--- src/design/pss_pkg.sv ---
// constants, register map and state types of the power-state sequencer
package pss_pkg;

	// ****************************************************************
	// register map (byte addresses)
	// ****************************************************************
	localparam logic [7:0] STATE_OFF   = 8'h00;
	localparam logic [7:0] REQ_OFF     = 8'h04;
	localparam logic [7:0] WAKEEN_OFF  = 8'h08;
	localparam logic [7:0] SRAMPWR_OFF = 8'h0c;
	localparam logic [7:0] VSEL_OFF    = 8'h10;
	localparam logic [7:0] STORE_OFF   = 8'h14;
	localparam logic [7:0] INFO_OFF    = 8'h18;

	// ****************************************************************
	// sizes and reset values
	// ****************************************************************
	localparam int          N_SRAM       = 14;
	localparam int          N_WAKE       = 16;
	localparam int          N_VDOM       = 6;
	localparam int          N_STORE      = 3;
	localparam logic [13:0] SRAM_RST     = 14'h3fff;
	localparam logic [2:0]  STORE_RST    = 3'h7;
	localparam logic [15:0] WAKEEN_RST   = 16'h0000;
	localparam logic [3:0]  PERIPH_RST_CYC = 4'h8;
	// bank sizes in KB, banks 0..13, and storage set sizes in bytes
	localparam logic [13:0][7:0] SRAM_KB = {8'h02, 8'h02, 8'h02, 8'h02,
		8'h40, 8'h40, 8'h40, 8'h40, 8'h20, 8'h10,
		8'h04, 8'h04, 8'h04, 8'h04};
	localparam logic [2:0][7:0] STORE_BYTES = {8'h10, 8'h08, 8'h08};
	localparam logic [15:0] INFO_VALUE = 16'h0000;

	// ****************************************************************
	// request and supply codes
	// ****************************************************************
	localparam logic [1:0] REQ_STANDBY  = 2'h1;
	localparam logic [1:0] REQ_SLEEP    = 2'h2;
	localparam logic [1:0] REQ_SHUTDOWN = 2'h3;
	localparam logic [1:0] SRC_MAIN     = 2'h0; // 1.15 V or 1.05 V
	localparam logic [1:0] SRC_SCDC     = 2'h1; // 1.05 V
	localparam logic [1:0] SRC_LOW      = 2'h2; // 0.75 V
	localparam logic [1:0] SRC_OFF      = 2'h3;
	localparam logic [1:0] MAIN_115     = 2'h0;
	localparam logic [1:0] MAIN_105     = 2'h1;
	localparam logic [11:0] VSEL_RST    = 12'h400;

	typedef enum logic [3:0] {
		full_active_state, medium_active_state, reduced_active_state,
		cpu_gated_low_state, full_standby_state, medium_standby_state,
		reduced_standby_state, full_sleep_state, medium_sleep_state,
		reduced_sleep_state, shutdown_state
	} pstate_e;

endpackage

--- src/design/power_state_sequencer.sv ---
// power-state sequencer with wishbone register access
//
// Register access over Wishbone and the register offsets were left to the implementer.
`timescale 1ns/1ps
`default_nettype none
module power_state_sequencer (
	input  wire logic        SYS_CLK,
	input  wire logic        RST_N,
	input  wire logic        WB_CYC_I,
	input  wire logic        WB_STB_I,
	input  wire logic        WB_WE_I,
	input  wire logic [7:0]  WB_ADR_I,
	input  wire logic [3:0]  WB_SEL_I,
	input  wire logic [31:0] WB_DAT_I,
	output logic      [31:0] WB_DAT_O,
	output logic             WB_ACK_O,
	input  wire logic        WAIT_FOR_INTERRUPT_INSTRUCTION,
	input  wire logic [15:0] WAKE_IRQ,
	input  wire logic        SRAM_REQ,
	output logic             SRAM_GRANT,
	output logic      [13:0] SRAM_PWR_EN,
	output logic      [2:0]  STORE_PWR_EN,
	output logic      [11:0] VDOM_SRC,
	output logic      [1:0]  MAIN_LEVEL,
	output logic             MAIN_REG_EN,
	output logic             CPU_CLK_EN,
	output logic             CPU_PWR_EN,
	output logic             PERIPH_RST
);
	// ****************************************************************
	// state
	// ****************************************************************
	pss_pkg::pstate_e state;
	pss_pkg::pstate_e next_state;
	pss_pkg::pstate_e return_state;
	logic [1:0]  req_kind;
	logic [1:0]  req_target;
	logic        req_pending;
	logic [15:0] wake_en;
	logic [13:0] sram_cfg;
	logic [2:0]  store_cfg;
	logic [11:0] vsel;
	logic [1:0]  main_lvl;
	logic [3:0]  prst_cnt;
	logic [15:0] wake_sync;
	logic        wfi_s1, wfi_s2;
	logic        sreq_s1, sreq_s2;
	logic        wb_req;
	logic        wb_wr;
	logic [31:0] rd_data;

	pss_wake_sync u_sync (
		.clk      (SYS_CLK),
		.rst_n    (RST_N),
		.async_in (WAKE_IRQ),
		.sync_out (wake_sync)
	);

	always_ff @(posedge SYS_CLK) begin
		if (!RST_N) begin
			{wfi_s2, wfi_s1, sreq_s2, sreq_s1} <= 4'h0;
		end else begin
			{wfi_s2, wfi_s1}   <= {wfi_s1, WAIT_FOR_INTERRUPT_INSTRUCTION};
			{sreq_s2, sreq_s1} <= {sreq_s1, SRAM_REQ};
		end
	end

	// ****************************************************************
	// helper functions
	// ****************************************************************
	function automatic logic is_active(input pss_pkg::pstate_e s);
		return s == pss_pkg::full_active_state ||
			s == pss_pkg::medium_active_state ||
			s == pss_pkg::reduced_active_state;
	endfunction
	function automatic logic is_sleep(input pss_pkg::pstate_e s);
		return s == pss_pkg::full_sleep_state ||
			s == pss_pkg::medium_sleep_state ||
			s == pss_pkg::reduced_sleep_state ||
			s == pss_pkg::shutdown_state;
	endfunction
	function automatic logic src_ok(input int d, input logic [1:0] s);
		unique case (d)
			0:       return s != pss_pkg::SRC_OFF;
			1:       return s == pss_pkg::SRC_MAIN;
			5:       return s == pss_pkg::SRC_SCDC;
			default: return s == pss_pkg::SRC_MAIN ||
				s == pss_pkg::SRC_SCDC;
		endcase
	endfunction

	// ****************************************************************
	// wishbone slave
	// ****************************************************************
	assign wb_req = WB_CYC_I && WB_STB_I && !WB_ACK_O;
	assign wb_wr  = wb_req && WB_WE_I && WB_SEL_I[0];
	always_comb begin
		rd_data = 32'h0000_0000;
		unique case (WB_ADR_I)
			pss_pkg::STATE_OFF:   rd_data = {22'h0, req_pending,
				req_kind, req_target, 1'b0, state};
			pss_pkg::REQ_OFF:     rd_data = {27'h0, req_pending,
				req_kind, req_target};
			pss_pkg::WAKEEN_OFF:  rd_data = {16'h0, wake_en};
			pss_pkg::SRAMPWR_OFF: rd_data = {18'h0, sram_cfg};
			pss_pkg::VSEL_OFF:    rd_data = {18'h0, main_lvl, vsel};
			pss_pkg::STORE_OFF:   rd_data = {29'h0, store_cfg};
			pss_pkg::INFO_OFF:    rd_data = {pss_pkg::INFO_VALUE,
				pss_pkg::STORE_BYTES[2], pss_pkg::SRAM_KB[13]};
			default:              rd_data = 32'h0000_0000;
		endcase
	end

	always_ff @(posedge SYS_CLK) begin
		if (!RST_N) begin
			WB_ACK_O <= 1'b0;
			WB_DAT_O <= 32'h0000_0000;
		end else begin
			WB_ACK_O <= wb_req;
			WB_DAT_O <= wb_req ? rd_data : 32'h0000_0000;
		end
	end

	// ****************************************************************
	// software configuration
	// ****************************************************************
	always_ff @(posedge SYS_CLK) begin
		if (!RST_N) begin
			sram_cfg  <= pss_pkg::SRAM_RST;
			store_cfg <= pss_pkg::STORE_RST;
		end else if (wb_wr && WB_ADR_I == pss_pkg::SRAMPWR_OFF &&
			is_active(state)) begin
			sram_cfg  <= WB_DAT_I[13:0];
		end else if (wb_wr && WB_ADR_I == pss_pkg::STORE_OFF) begin
			store_cfg <= WB_DAT_I[2:0];
		end
	end

	always_ff @(posedge SYS_CLK) begin
		if (!RST_N) begin
			vsel     <= pss_pkg::VSEL_RST;
			main_lvl <= pss_pkg::MAIN_115;
		end else if (wb_wr && WB_ADR_I == pss_pkg::VSEL_OFF &&
			!req_pending) begin
			for (int d = 0; d < pss_pkg::N_VDOM; d++) begin
				if (src_ok(d, WB_DAT_I[2*d +: 2]))
					vsel[2*d +: 2] <= WB_DAT_I[2*d +: 2];
			end
			if (!WB_DAT_I[13])
				main_lvl <= WB_DAT_I[13:12];
		end
	end
	always_ff @(posedge SYS_CLK) begin
		if (!RST_N) begin
			wake_en     <= pss_pkg::WAKEEN_RST;
			req_pending <= 1'b0;
			req_kind    <= 2'h0;
			req_target  <= 2'h0;
		end else if (state != next_state ||
			(req_pending && req_kind == 2'h0)) begin
			req_pending <= 1'b0;
		end else if (wb_wr && !req_pending) begin
			if (WB_ADR_I == pss_pkg::WAKEEN_OFF)
				wake_en <= WB_DAT_I[15:0];
			if (WB_ADR_I == pss_pkg::REQ_OFF) begin
				req_kind    <= WB_DAT_I[3:2];
				req_target  <= WB_DAT_I[1:0];
				req_pending <= WB_DAT_I[3:2] != 2'h0 ||
					WB_DAT_I[1:0] != 2'h0;
			end
		end
	end

	// ****************************************************************
	// power state machine
	// ****************************************************************
	always_comb begin
		next_state = state;
		if (is_active(state) && req_pending) begin
			if (req_kind == 2'h0) begin
				unique case (req_target)
					2'h1:    next_state = pss_pkg::medium_active_state;
					2'h2:    next_state = pss_pkg::reduced_active_state;
					2'h3:    next_state = (state ==
						pss_pkg::reduced_active_state) ?
						pss_pkg::cpu_gated_low_state : state;
					default: next_state = pss_pkg::full_active_state;
				endcase
			end else if (req_kind == pss_pkg::REQ_SLEEP) begin
				unique case (state)
					pss_pkg::full_active_state:
						next_state = pss_pkg::full_sleep_state;
					pss_pkg::medium_active_state:
						next_state = pss_pkg::medium_sleep_state;
					default:
						next_state = pss_pkg::reduced_sleep_state;
				endcase
			end else if (wfi_s2) begin
				if (req_kind == pss_pkg::REQ_SHUTDOWN)
					next_state = pss_pkg::shutdown_state;
				else unique case (state)
					pss_pkg::full_active_state:
						next_state = pss_pkg::full_standby_state;
					pss_pkg::medium_active_state:
						next_state = pss_pkg::medium_standby_state;
					default:
						next_state = pss_pkg::reduced_standby_state;
				endcase
			end
		end else if (!is_active(state) &&
			|(wake_sync & wake_en)) begin
			if (state == pss_pkg::shutdown_state)
				next_state = pss_pkg::full_active_state;
			else
				next_state = return_state;
		end
	end

	always_ff @(posedge SYS_CLK) begin
		if (!RST_N) begin
			state        <= pss_pkg::full_active_state;
			return_state <= pss_pkg::full_active_state;
		end else begin
			state <= next_state;
			if (is_active(state) && !is_active(next_state))
				return_state <= state;
		end
	end

	// ****************************************************************
	// power outputs
	// ****************************************************************
	always_ff @(posedge SYS_CLK) begin
		if (!RST_N) begin
			SRAM_PWR_EN  <= pss_pkg::SRAM_RST;
			STORE_PWR_EN <= pss_pkg::STORE_RST;
			VDOM_SRC     <= pss_pkg::VSEL_RST;
			MAIN_LEVEL   <= pss_pkg::MAIN_115;
			MAIN_REG_EN  <= 1'b1;
			CPU_CLK_EN   <= 1'b1;
			CPU_PWR_EN   <= 1'b1;
			SRAM_GRANT   <= 1'b0;
		end else begin
			SRAM_PWR_EN  <= (next_state == pss_pkg::shutdown_state) ?
				14'h0000 : sram_cfg;
			STORE_PWR_EN <= store_cfg;
			MAIN_REG_EN  <= !is_sleep(next_state);
			for (int d = 0; d < pss_pkg::N_VDOM; d++)
				VDOM_SRC[2*d +: 2] <= (is_sleep(next_state) &&
					vsel[2*d +: 2] == pss_pkg::SRC_MAIN) ?
					pss_pkg::SRC_OFF : vsel[2*d +: 2];
			MAIN_LEVEL   <= (next_state ==
				pss_pkg::medium_active_state) ?
				pss_pkg::MAIN_105 : main_lvl;
			CPU_CLK_EN   <= is_active(next_state);
			CPU_PWR_EN   <= !is_sleep(next_state) &&
				next_state != pss_pkg::cpu_gated_low_state;
			SRAM_GRANT   <= sreq_s2 &&
				state != pss_pkg::shutdown_state;
		end
	end
	always_ff @(posedge SYS_CLK) begin
		if (!RST_N) begin
			prst_cnt   <= 4'h0;
			PERIPH_RST <= 1'b1;
		end else begin
			if (is_sleep(state) && is_active(next_state))
				prst_cnt <= pss_pkg::PERIPH_RST_CYC;
			else if (prst_cnt != 4'h0)
				prst_cnt <= prst_cnt - 4'h1;
			PERIPH_RST <= (is_sleep(state) && is_active(next_state)) ||
				prst_cnt > 4'h1;
		end
	end

	// ****************************************************************
	// assertions
	// ****************************************************************
	property p_reset_full;
		@(posedge SYS_CLK) $rose(RST_N) |->
			state == pss_pkg::full_active_state;
	endproperty
	a_reset_full: assert property (p_reset_full)
		else $error("not in full active after reset");
	property p_no_hw_entry;
		@(posedge SYS_CLK) disable iff (!RST_N)
			is_active(state) && !is_active(next_state) |-> req_pending;
	endproperty
	a_no_hw_entry: assert property (p_no_hw_entry)
		else $error("low-power entry without request");
	property p_wake_enabled;
		@(posedge SYS_CLK) disable iff (!RST_N)
			!is_active(state) && state != pss_pkg::cpu_gated_low_state
			##1 is_active(state) |-> |$past(wake_sync & wake_en);
	endproperty
	a_wake_enabled: assert property (p_wake_enabled)
		else $error("wakeup without enabled source");
	property p_return_same;
		@(posedge SYS_CLK) disable iff (!RST_N)
			state == pss_pkg::medium_standby_state ##1
			is_active(state) |-> state == pss_pkg::medium_active_state;
	endproperty
	a_return_same: assert property (p_return_same)
		else $error("wrong return state");
	property p_shutdown_sram;
		@(posedge SYS_CLK) disable iff (!RST_N)
			state == pss_pkg::shutdown_state |->
			SRAM_PWR_EN == 14'h0000 ##1 !SRAM_GRANT;
	endproperty
	a_shutdown_sram: assert property (p_shutdown_sram)
		else $error("sram powered in shutdown");
	property p_main_off;
		@(posedge SYS_CLK) disable iff (!RST_N)
			is_sleep(state) |-> !MAIN_REG_EN &&
			VDOM_SRC[3:2] == pss_pkg::SRC_OFF;
	endproperty
	a_main_off: assert property (p_main_off)
		else $error("main regulator on in sleep");
	property p_src_legal;
		@(posedge SYS_CLK) disable iff (!RST_N)
			!is_sleep(state) |->
			VDOM_SRC[11:10] == pss_pkg::SRC_SCDC &&
			VDOM_SRC[3:2] == pss_pkg::SRC_MAIN;
	endproperty
	a_src_legal: assert property (p_src_legal)
		else $error("illegal source selection");
	property p_wfi_entry;
		@(posedge SYS_CLK) disable iff (!RST_N)
			is_active(state) ##1 state inside {
			pss_pkg::shutdown_state, pss_pkg::full_standby_state,
			pss_pkg::medium_standby_state,
			pss_pkg::reduced_standby_state} |-> $past(wfi_s2);
	endproperty
	a_wfi_entry: assert property (p_wfi_entry)
		else $error("standby entry without wfi");
	property p_periph_rst;
		@(posedge SYS_CLK) disable iff (!RST_N)
			is_sleep(state) ##1 is_active(state) |-> PERIPH_RST [*3];
	endproperty
	a_periph_rst: assert property (p_periph_rst)
		else $error("peripheral reset missing after sleep");
	property p_hold_wake;
		@(posedge SYS_CLK) disable iff (!RST_N)
			req_pending && state == next_state |=> $stable(wake_en);
	endproperty
	a_hold_wake: assert property (p_hold_wake)
		else $error("wake enables changed in flight");
	c_sleep: cover property (@(posedge SYS_CLK) disable iff (!RST_N)
		is_sleep(state) ##[1:20] is_active(state));
	c_standby: cover property (@(posedge SYS_CLK) disable iff (!RST_N)
		state == pss_pkg::reduced_standby_state);
	c_shutdown: cover property (@(posedge SYS_CLK) disable iff (!RST_N)
		state == pss_pkg::shutdown_state);
endmodule
`default_nettype wire

--- src/design/pss_wake_sync.sv ---
// two-flop synchroniser for the wakeup event pins
`timescale 1ns/1ps
`default_nettype none
module pss_wake_sync (
	input  wire logic        clk,
	input  wire logic        rst_n,
	input  wire logic [15:0] async_in,
	output logic      [15:0] sync_out
);
	logic [15:0] meta;

	always_ff @(posedge clk) begin
		if (!rst_n) begin
			meta     <= 16'h0000;
			sync_out <= 16'h0000;
		end else begin
			meta     <= async_in;
			sync_out <= meta;
		end
	end
endmodule
`default_nettype wire

--- config.mk ---
export PLATFORM = sky130hd
export DESIGN_NAME = power_state_sequencer
export DESIGN_NICKNAME = d
export VERILOG_FILES = /design/src/design/pss_pkg.sv /design/src/design/power_state_sequencer.sv /design/src/design/pss_wake_sync.sv
export SDC_FILE = /design/constraint.sdc
export NUM_CORES = 1
export LEC_CHECK = 0
export ABC_AREA = 1
export BUFFER_PORTS_ARGS = -buffer_cell sky130_fd_sc_hd__buf_4
export CORE_MARGIN = 5
export CORE_UTILIZATION = 25
export CTS_CLUSTER_SIZE = 40
export DETAILED_ROUTE_END_ITERATION = 12
export PLACE_DENSITY = 0.51
export REMOVE_ABC_BUFFERS = 1
export SLEW_MARGIN = 15
export SYNTH_ARGS = -nofsm -noshare
export SYNTH_HDL_FRONTEND = slang
export SYNTH_HIERARCHICAL = 1
export SYNTH_SLANG_ARGS = --single-unit
--- constraint.sdc ---
create_clock -name SYS_CLK -period 2.3 [get_ports SYS_CLK]
set_clock_uncertainty 0.2 [all_clocks]
set_input_delay 0.345 -clock SYS_CLK [delete_from_list [all_inputs] [get_ports SYS_CLK]]
set_output_delay 0.345 -clock SYS_CLK [all_outputs]
set_load 0.02 [all_outputs]
## Word-level counts from Yosys, hierarchy flattened

Index checks and enable logic that the tools add are counted.

| cells by class | value |
|---|---|
| add/sub/neg operators | 1 |
| $lt $le $gt $ge | 1 |
| equality and inequality tests | 31 |
| mux-type cells | 34 |
| bitwise operators | 5 |
| reductions and logical operators | 78 |

Operators with widths:

| operator | count |
|---|---|
| 16-bit case mux with 7 select lines | 1 |
| 4-bit two-way mux | 10 |
| 4-bit == test (second input constant) | 6 |
| 8-bit by 5-bit == test with 1-bit output (second input constant) | 3 |
| 1-bit logical AND | 23 |
| 2-bit logical NOT | 11 |
| 2-bit AND reduction | 10 |
| 16-bit AND | 1 |
| 8-bit by 4-bit == test with 1-bit output (second input constant) | 2 |
| 1-bit logical OR | 16 |
| 16-bit OR reduction | 1 |
| 14-bit two-way mux | 1 |
| 1-bit two-way mux | 13 |
| 2-bit two-way mux | 6 |
| 4-bit case mux with 3 select lines | 1 |
| 2-bit by 1-bit == test with 1-bit output (second input constant) | 5 |
| 2-bit == test (second input constant) | 4 |
| 4-bit by 1-bit == test with 1-bit output (second input constant) | 2 |
| 4-bit by 2-bit == test with 1-bit output (second input constant) | 2 |
| 4-bit by 3-bit == test with 1-bit output (second input constant) | 2 |
| 8-bit by 3-bit == test with 1-bit output (second input constant) | 1 |
| 4-bit logical NOT | 2 |
| 8-bit logical NOT | 1 |
| 4-bit case mux with 2 select lines | 1 |
| 13 further kinds | 25 |

| storage, ports and cells | value |
|---|---|
| flip-flop bits (word level) | 167 |
| input bits | 67 |

## Longest topological paths before layout

| logic depth | value |
|---|---|
| word-level depth | 13 |
| mapped depth | 17 |
| gate-level depth less buffers | 16 |

## Hierarchy

Netlist, hierarchy kept.

Modules (own cells, without submodules):

| module | instances | cells each | area each (um2) | seq. area each (um2) |
|---|---|---|---|---|
| power_state_sequencer | 1 | 739 | 5,330.1 | 2,382.3 |
| pss_wake_sync | 1 | 99 | 914.6 | 640.6 |

## Worst setup path after synthesis

OpenSTA, ideal clock, no wires.

| path | value |
|---|---|
| path type | register to register |
| start | register state[3] |
| end | register wake_en[14] |
| arrival | 1.777 ns |
| slack | 0.259 ns |
| cell stages (with the launch flop) | 18 |
| period minus slack after synthesis | 2.041 ns |
| cells stage by stage | dfxtp_1 -> buf_6 -> nor2_4 -> nand2_4 -> nor2_8 -> inv_2 -> nand2_1 -> inv_2 -> nand2_2 -> nand3_4 -> nand2_1 -> nand2_1 -> nor2_4 -> nand4_4 -> buf_6 -> nand2_2 -> inv_1 -> nor2_1 |

| between the ends | value |
|---|---|
| longest elaborated chain between the ends | 11 |
| elaborated cells on any way between the ends | 24 |

Ends and longest elaborated chain:

| element | line | text |
|---|---|---|
| from (decl) | power_state_sequencer.sv:33 | `pss_pkg::pstate_e state;` |
| from (signal assigned) | power_state_sequencer.sv:221 | `state <= pss_pkg::full_active_state;` |
| from (signal assigned) | power_state_sequencer.sv:224 | `state <= next_state;` |
| 4-bit by 1-bit == test with 1-bit output or 4-bit logical NOT (tied branches) | - |  |
| 2-bit case mux with 2 select lines or 1-bit logical OR (tied branches) | power_state_sequencer.sv:201, power_state_sequencer.sv:72 |  |
| 4-bit two-way mux or 1-bit logical OR (tied branches) | power_state_sequencer.sv:199, power_state_sequencer.sv:73 |  |
| 4-bit two-way mux or 1-bit logical NOT (tied branches) | power_state_sequencer.sv:198, power_state_sequencer.sv:210 |  |
| 4-bit two-way mux or 1-bit logical AND (tied branches) | power_state_sequencer.sv:189, power_state_sequencer.sv:210 |  |
| 4-bit two-way mux, on equally long branches | power_state_sequencer.sv:180, power_state_sequencer.sv:210 |  |
| 4-bit two-way mux | power_state_sequencer.sv:179 | `if (is_active(state) && req_pending) begin` |
| 4-bit != test * | power_state_sequencer.sv:159 | `end else if (state != next_state \|\|` |
| 1-bit logical OR * | power_state_sequencer.sv:159 |  |
| 1-bit inverter (no source line) * | - |  |
| 3-bit AND reduction (no source line) * | - |  |
| to (signal assigned) | power_state_sequencer.sv:155 | `wake_en <= pss_pkg::WAKEEN_RST;` |
| to (signal assigned) | power_state_sequencer.sv:164 | `wake_en <= WB_DAT_I[15:0];` |
| to (decl) | power_state_sequencer.sv:39 | `logic [15:0] wake_en;` |

Every way passes the cells marked *; elsewhere a longest branch is shown, timed or not.
A chain may end at the register's enable or synchronous reset.

## Worst setup path after layout

| path | value |
|---|---|
| start | register state[3] |
| end | register wake_en[12] |

Same word-level chain as after synthesis.

==> impl_metrics.yaml <==
run_status:
  status: "completed"
global_routing:
  grt_overflow: 0
  grt_usage_pct: 12.7
  grt_pass1_wl_um: 28600
  grt_pass1_vias: 5329
  grt_max_degree: 86
  antenna_found_initial: 0
die:
  die_y_um: 168
  io-pin-count: 136
  die_x_um: 168
  die-area_um2: 28200
  core_um2: 24500
  start_util_pct: 25.5
  rows: 57
routing:
  first_pass_iters: 4
  drt-initial-drc-count: 276
  vias_per_cell: 4.21
  route.detailed.drc: 0
  wl_per_cell_um: 13.5
  wl_um: 18000
  num_vias: 5610
  postRouteAntennaNets: 0
setup_path:
  critPathMaxStageDelay_ns: 0.36
  critPathKind: "reg2reg"
  start_kind: "flip-flop"
  cpMaxStageDelayCell: "dfxtp_4"
  crit_arrival_ns: 2.43
  path_cells: "nor2_4 -> nand3_1 -> o21ai_1 -> nand3_1 -> nand2_2 -> nand3_4 -> nand2_1 -> nand2_1 -> nor2_4 -> nand4_4 -> clkbuf_16 -> nand2_2 -> inv_2 -> nor2_2"
  crit_path_max_fanout: 8
  required_ns: 2.46
  cp-end-kind: "flip-flop"
layout:
  n_antenna_cell: 0
  n_fill_cell: 2595
  layout-drive-gt1-share_pct: 26.6
  final_nets: 1067
  syn_to_final_growth_pct: 37.2
  design_area_um2: 8570
min_path:
  hp-class: "in2reg"
power:
  p_per_area_nw_per_um2: 689
  p_leak_nw: 4.27
  p_total_mw: 5.90
  irDropWorstVdd_v: 0.000423
yosys:
  synthMuxAreaShare_pct: 0
  synth_top_family_by_area: "simple AND/OR/NAND/NOR gates"
  yosys.area_share.simple_pct: 27.6
  synth_area_um2: 6240
  synth-seq-cells: 151
  yosysMostFrequentCell: "nand2_1"
  async_reset_ff_share_pct: 0
  synthAdderAreaFrac_pct: 0.601
  synthXorXnorAreaFrac_pct: 0
  yosys_warnings: 6
  ys_seq_area_share_pct: 48.4
  synth_area_per_cell_um2: 7.45
  synth_cells: 838
  synth_commonest_cells: "227 x nand2_1, 151 x dfxtp_1, 145 x inv_1"
  synth_cell_types: 38
  synth_edf_count: 0
  synth_flop_cell: "dfxtp_1"
  synth_compound_area_share_pct: 9.50
  yosysTopAreaCellShare_pct: 48.4
  synth_area_leaders: "dfxtp_1 48%, nand2_1 14%, inv_1 8.7%, nor2_1 3.7%, nand4_1 3.0%"
  synth_largest_area_cell: "dfxtp_1"
clock_network:
  root_buffer: "clkbuf_16"
  path_clk_slew_ns: 0.06
  clk_latency_ns: 0.42
  htreeDepth: 4
  cts.sinks: 151
  cts_made_buffers: 17
  cts_tree: "yes"
  clk_path_buf_depth: 2
placed_design:
  dp_slack_ns: -0.0971
  portBuffers: 99
  gp_congestion: 0.841
  placed_area_um2: 7560
  dp_hpwl_um: 13200
timing:
  rsz0062_at_grt: "true"
  timing.setup.tns_ns: 0
  layout_setup_ws_ns: 0.0320
  finalCriticalPeriod_ns: 2.27
  setup_viol: 0
  hold_violations: 0
  clock.fmax_mhz: 441
  fin_hold_ws_ns: 0.0267
  period_share_pct: 98.6
  slew_violations: 0
run:
  max_cap_violations: 0
## flip-flops by register name, summed over array words and instances (netlist names), 4 cells and up
signal,flops
sram_cfg,14
prst_cnt,4
vsel,12
u_sync/sync_out,16
WB_DAT_O,16
state,4
VDOM_SRC,12
return_state,4
SRAM_PWR_EN,14
wake_en,16
u_sync/meta,16
## critical path: cells and delay by family (launching register included)
family / cells / cell delay (ns)
buffers and inverters: 2 / 0.25
flip-flops: 1 / 0.36
AND/OR/NAND/NOR: 11 / 1.23
AO/OA/AOI/OAI: 1 / 0.16
## where the power goes
part           total, mW  switching, mW  internal (mW)
combinational      0.422          0.251          0.171
sequential          2.71         0.0312           2.68
clock               2.77           1.15           1.62
total               5.90           1.43           4.47
## path summary, 6_finish.rpt
check / startpoint / end / slack (ns) / depth (start not counted)
max: state[3] / wake_en[12] / 0.03 / 14
min: WB_DAT_I[8] / vsel[8] / 0.03 / 3
max reg2reg: state[3] / wake_en[12] / 0.03 / 14
min reg2reg: u_sync/meta[2] / u_sync/sync_out[2] / 0.21 / 2
## area by class of cell
class	count	area, µm²	area share, %
flip-flops and latches	151	3040	35.5
multi-input cells	502	2570	30.0
repair buffers	169	1380	16.2
inverters	156	588	6.87
clock buffers	21	440	5.14
well taps	324	405	4.73
clock inverters	11	140	1.64
## layout by cell type, fill, tap and decap left out, types with 2 or more instances in the layout
cell type and n:
nand3_2 3, a21oi_1 23, nor2_1 48, inv_6 2, a211oi_1 2, nor3_1 8
o22ai_1 14, nand4_1 30, a221oi_1 8, buf_12 4, or2_2 3, o221ai_1 2
a31oi_1 3, o21ai_0 17, inv_2 20, nand2_1 212, inv_1 134, inv_8 2
nand2_2 24, conb_1 17, nand2_4 6, nor2_2 14, dfxtp_4 2, dfxtp_2 6
clkbuf_16 18, clkinv_4 2, dfxtp_1 143, clkbuf_1 4, clkinvlp_4 3, o21ai_1 4
ha_1 3, dlygate4sd3_1 19, buf_4 145, nand3_4 4, o211ai_1 18, bufinv_16 2
nand3_1 28, nor2_4 2
## per-stage QoR
step	std cells	util (%)
2_1_floorplan	809	-
3_5_place_dp	1276	30.9
4_1_cts	1327	34.1
5_1_grt	1334	35.0
6_report	1334	35.0
3_3_place_gp	1276	30.9
## kinds of logic (layout without fill, tap and decap cells)
| family | after synthesis | in the layout |
|---|---|---|
| adder cells (fa/ha/maj) | 3 | 3 |
| AND/OR/NAND/NOR | 387 | 387 |
| buffers and inverters | 201 | 357 |
| AO/OA/AOI/OAI | 95 | 95 |
| other | 1 | 17 |
| flip-flops | 151 | 151 |
## repair_timing
item,4_1_cts,5_1_grt
cloned,0,1
setup buffers,0,6
gates resized for setup,6,61
hold buffers,19,0
hold endpoints to repair,19,0
setup endpoints to repair,32,56
pin swaps,0,35
## per-layer routing
| layer | GRT usage [%] | vias to the layer above | part of all wire (%) |
|---|---|---|---|
| met3 | 2.53 | 20 | 5.6 |
| li1 | - | 2921 | - |
| met5 | 0 | - | 0 |
| met4 | 4.98 | 0 | 2.0 |
| met2 | 19.8 | 153 | 45 |
| met1 | 17.3 | 2516 | 47 |
No activity file was read; power rests on OpenSTA's default activity.
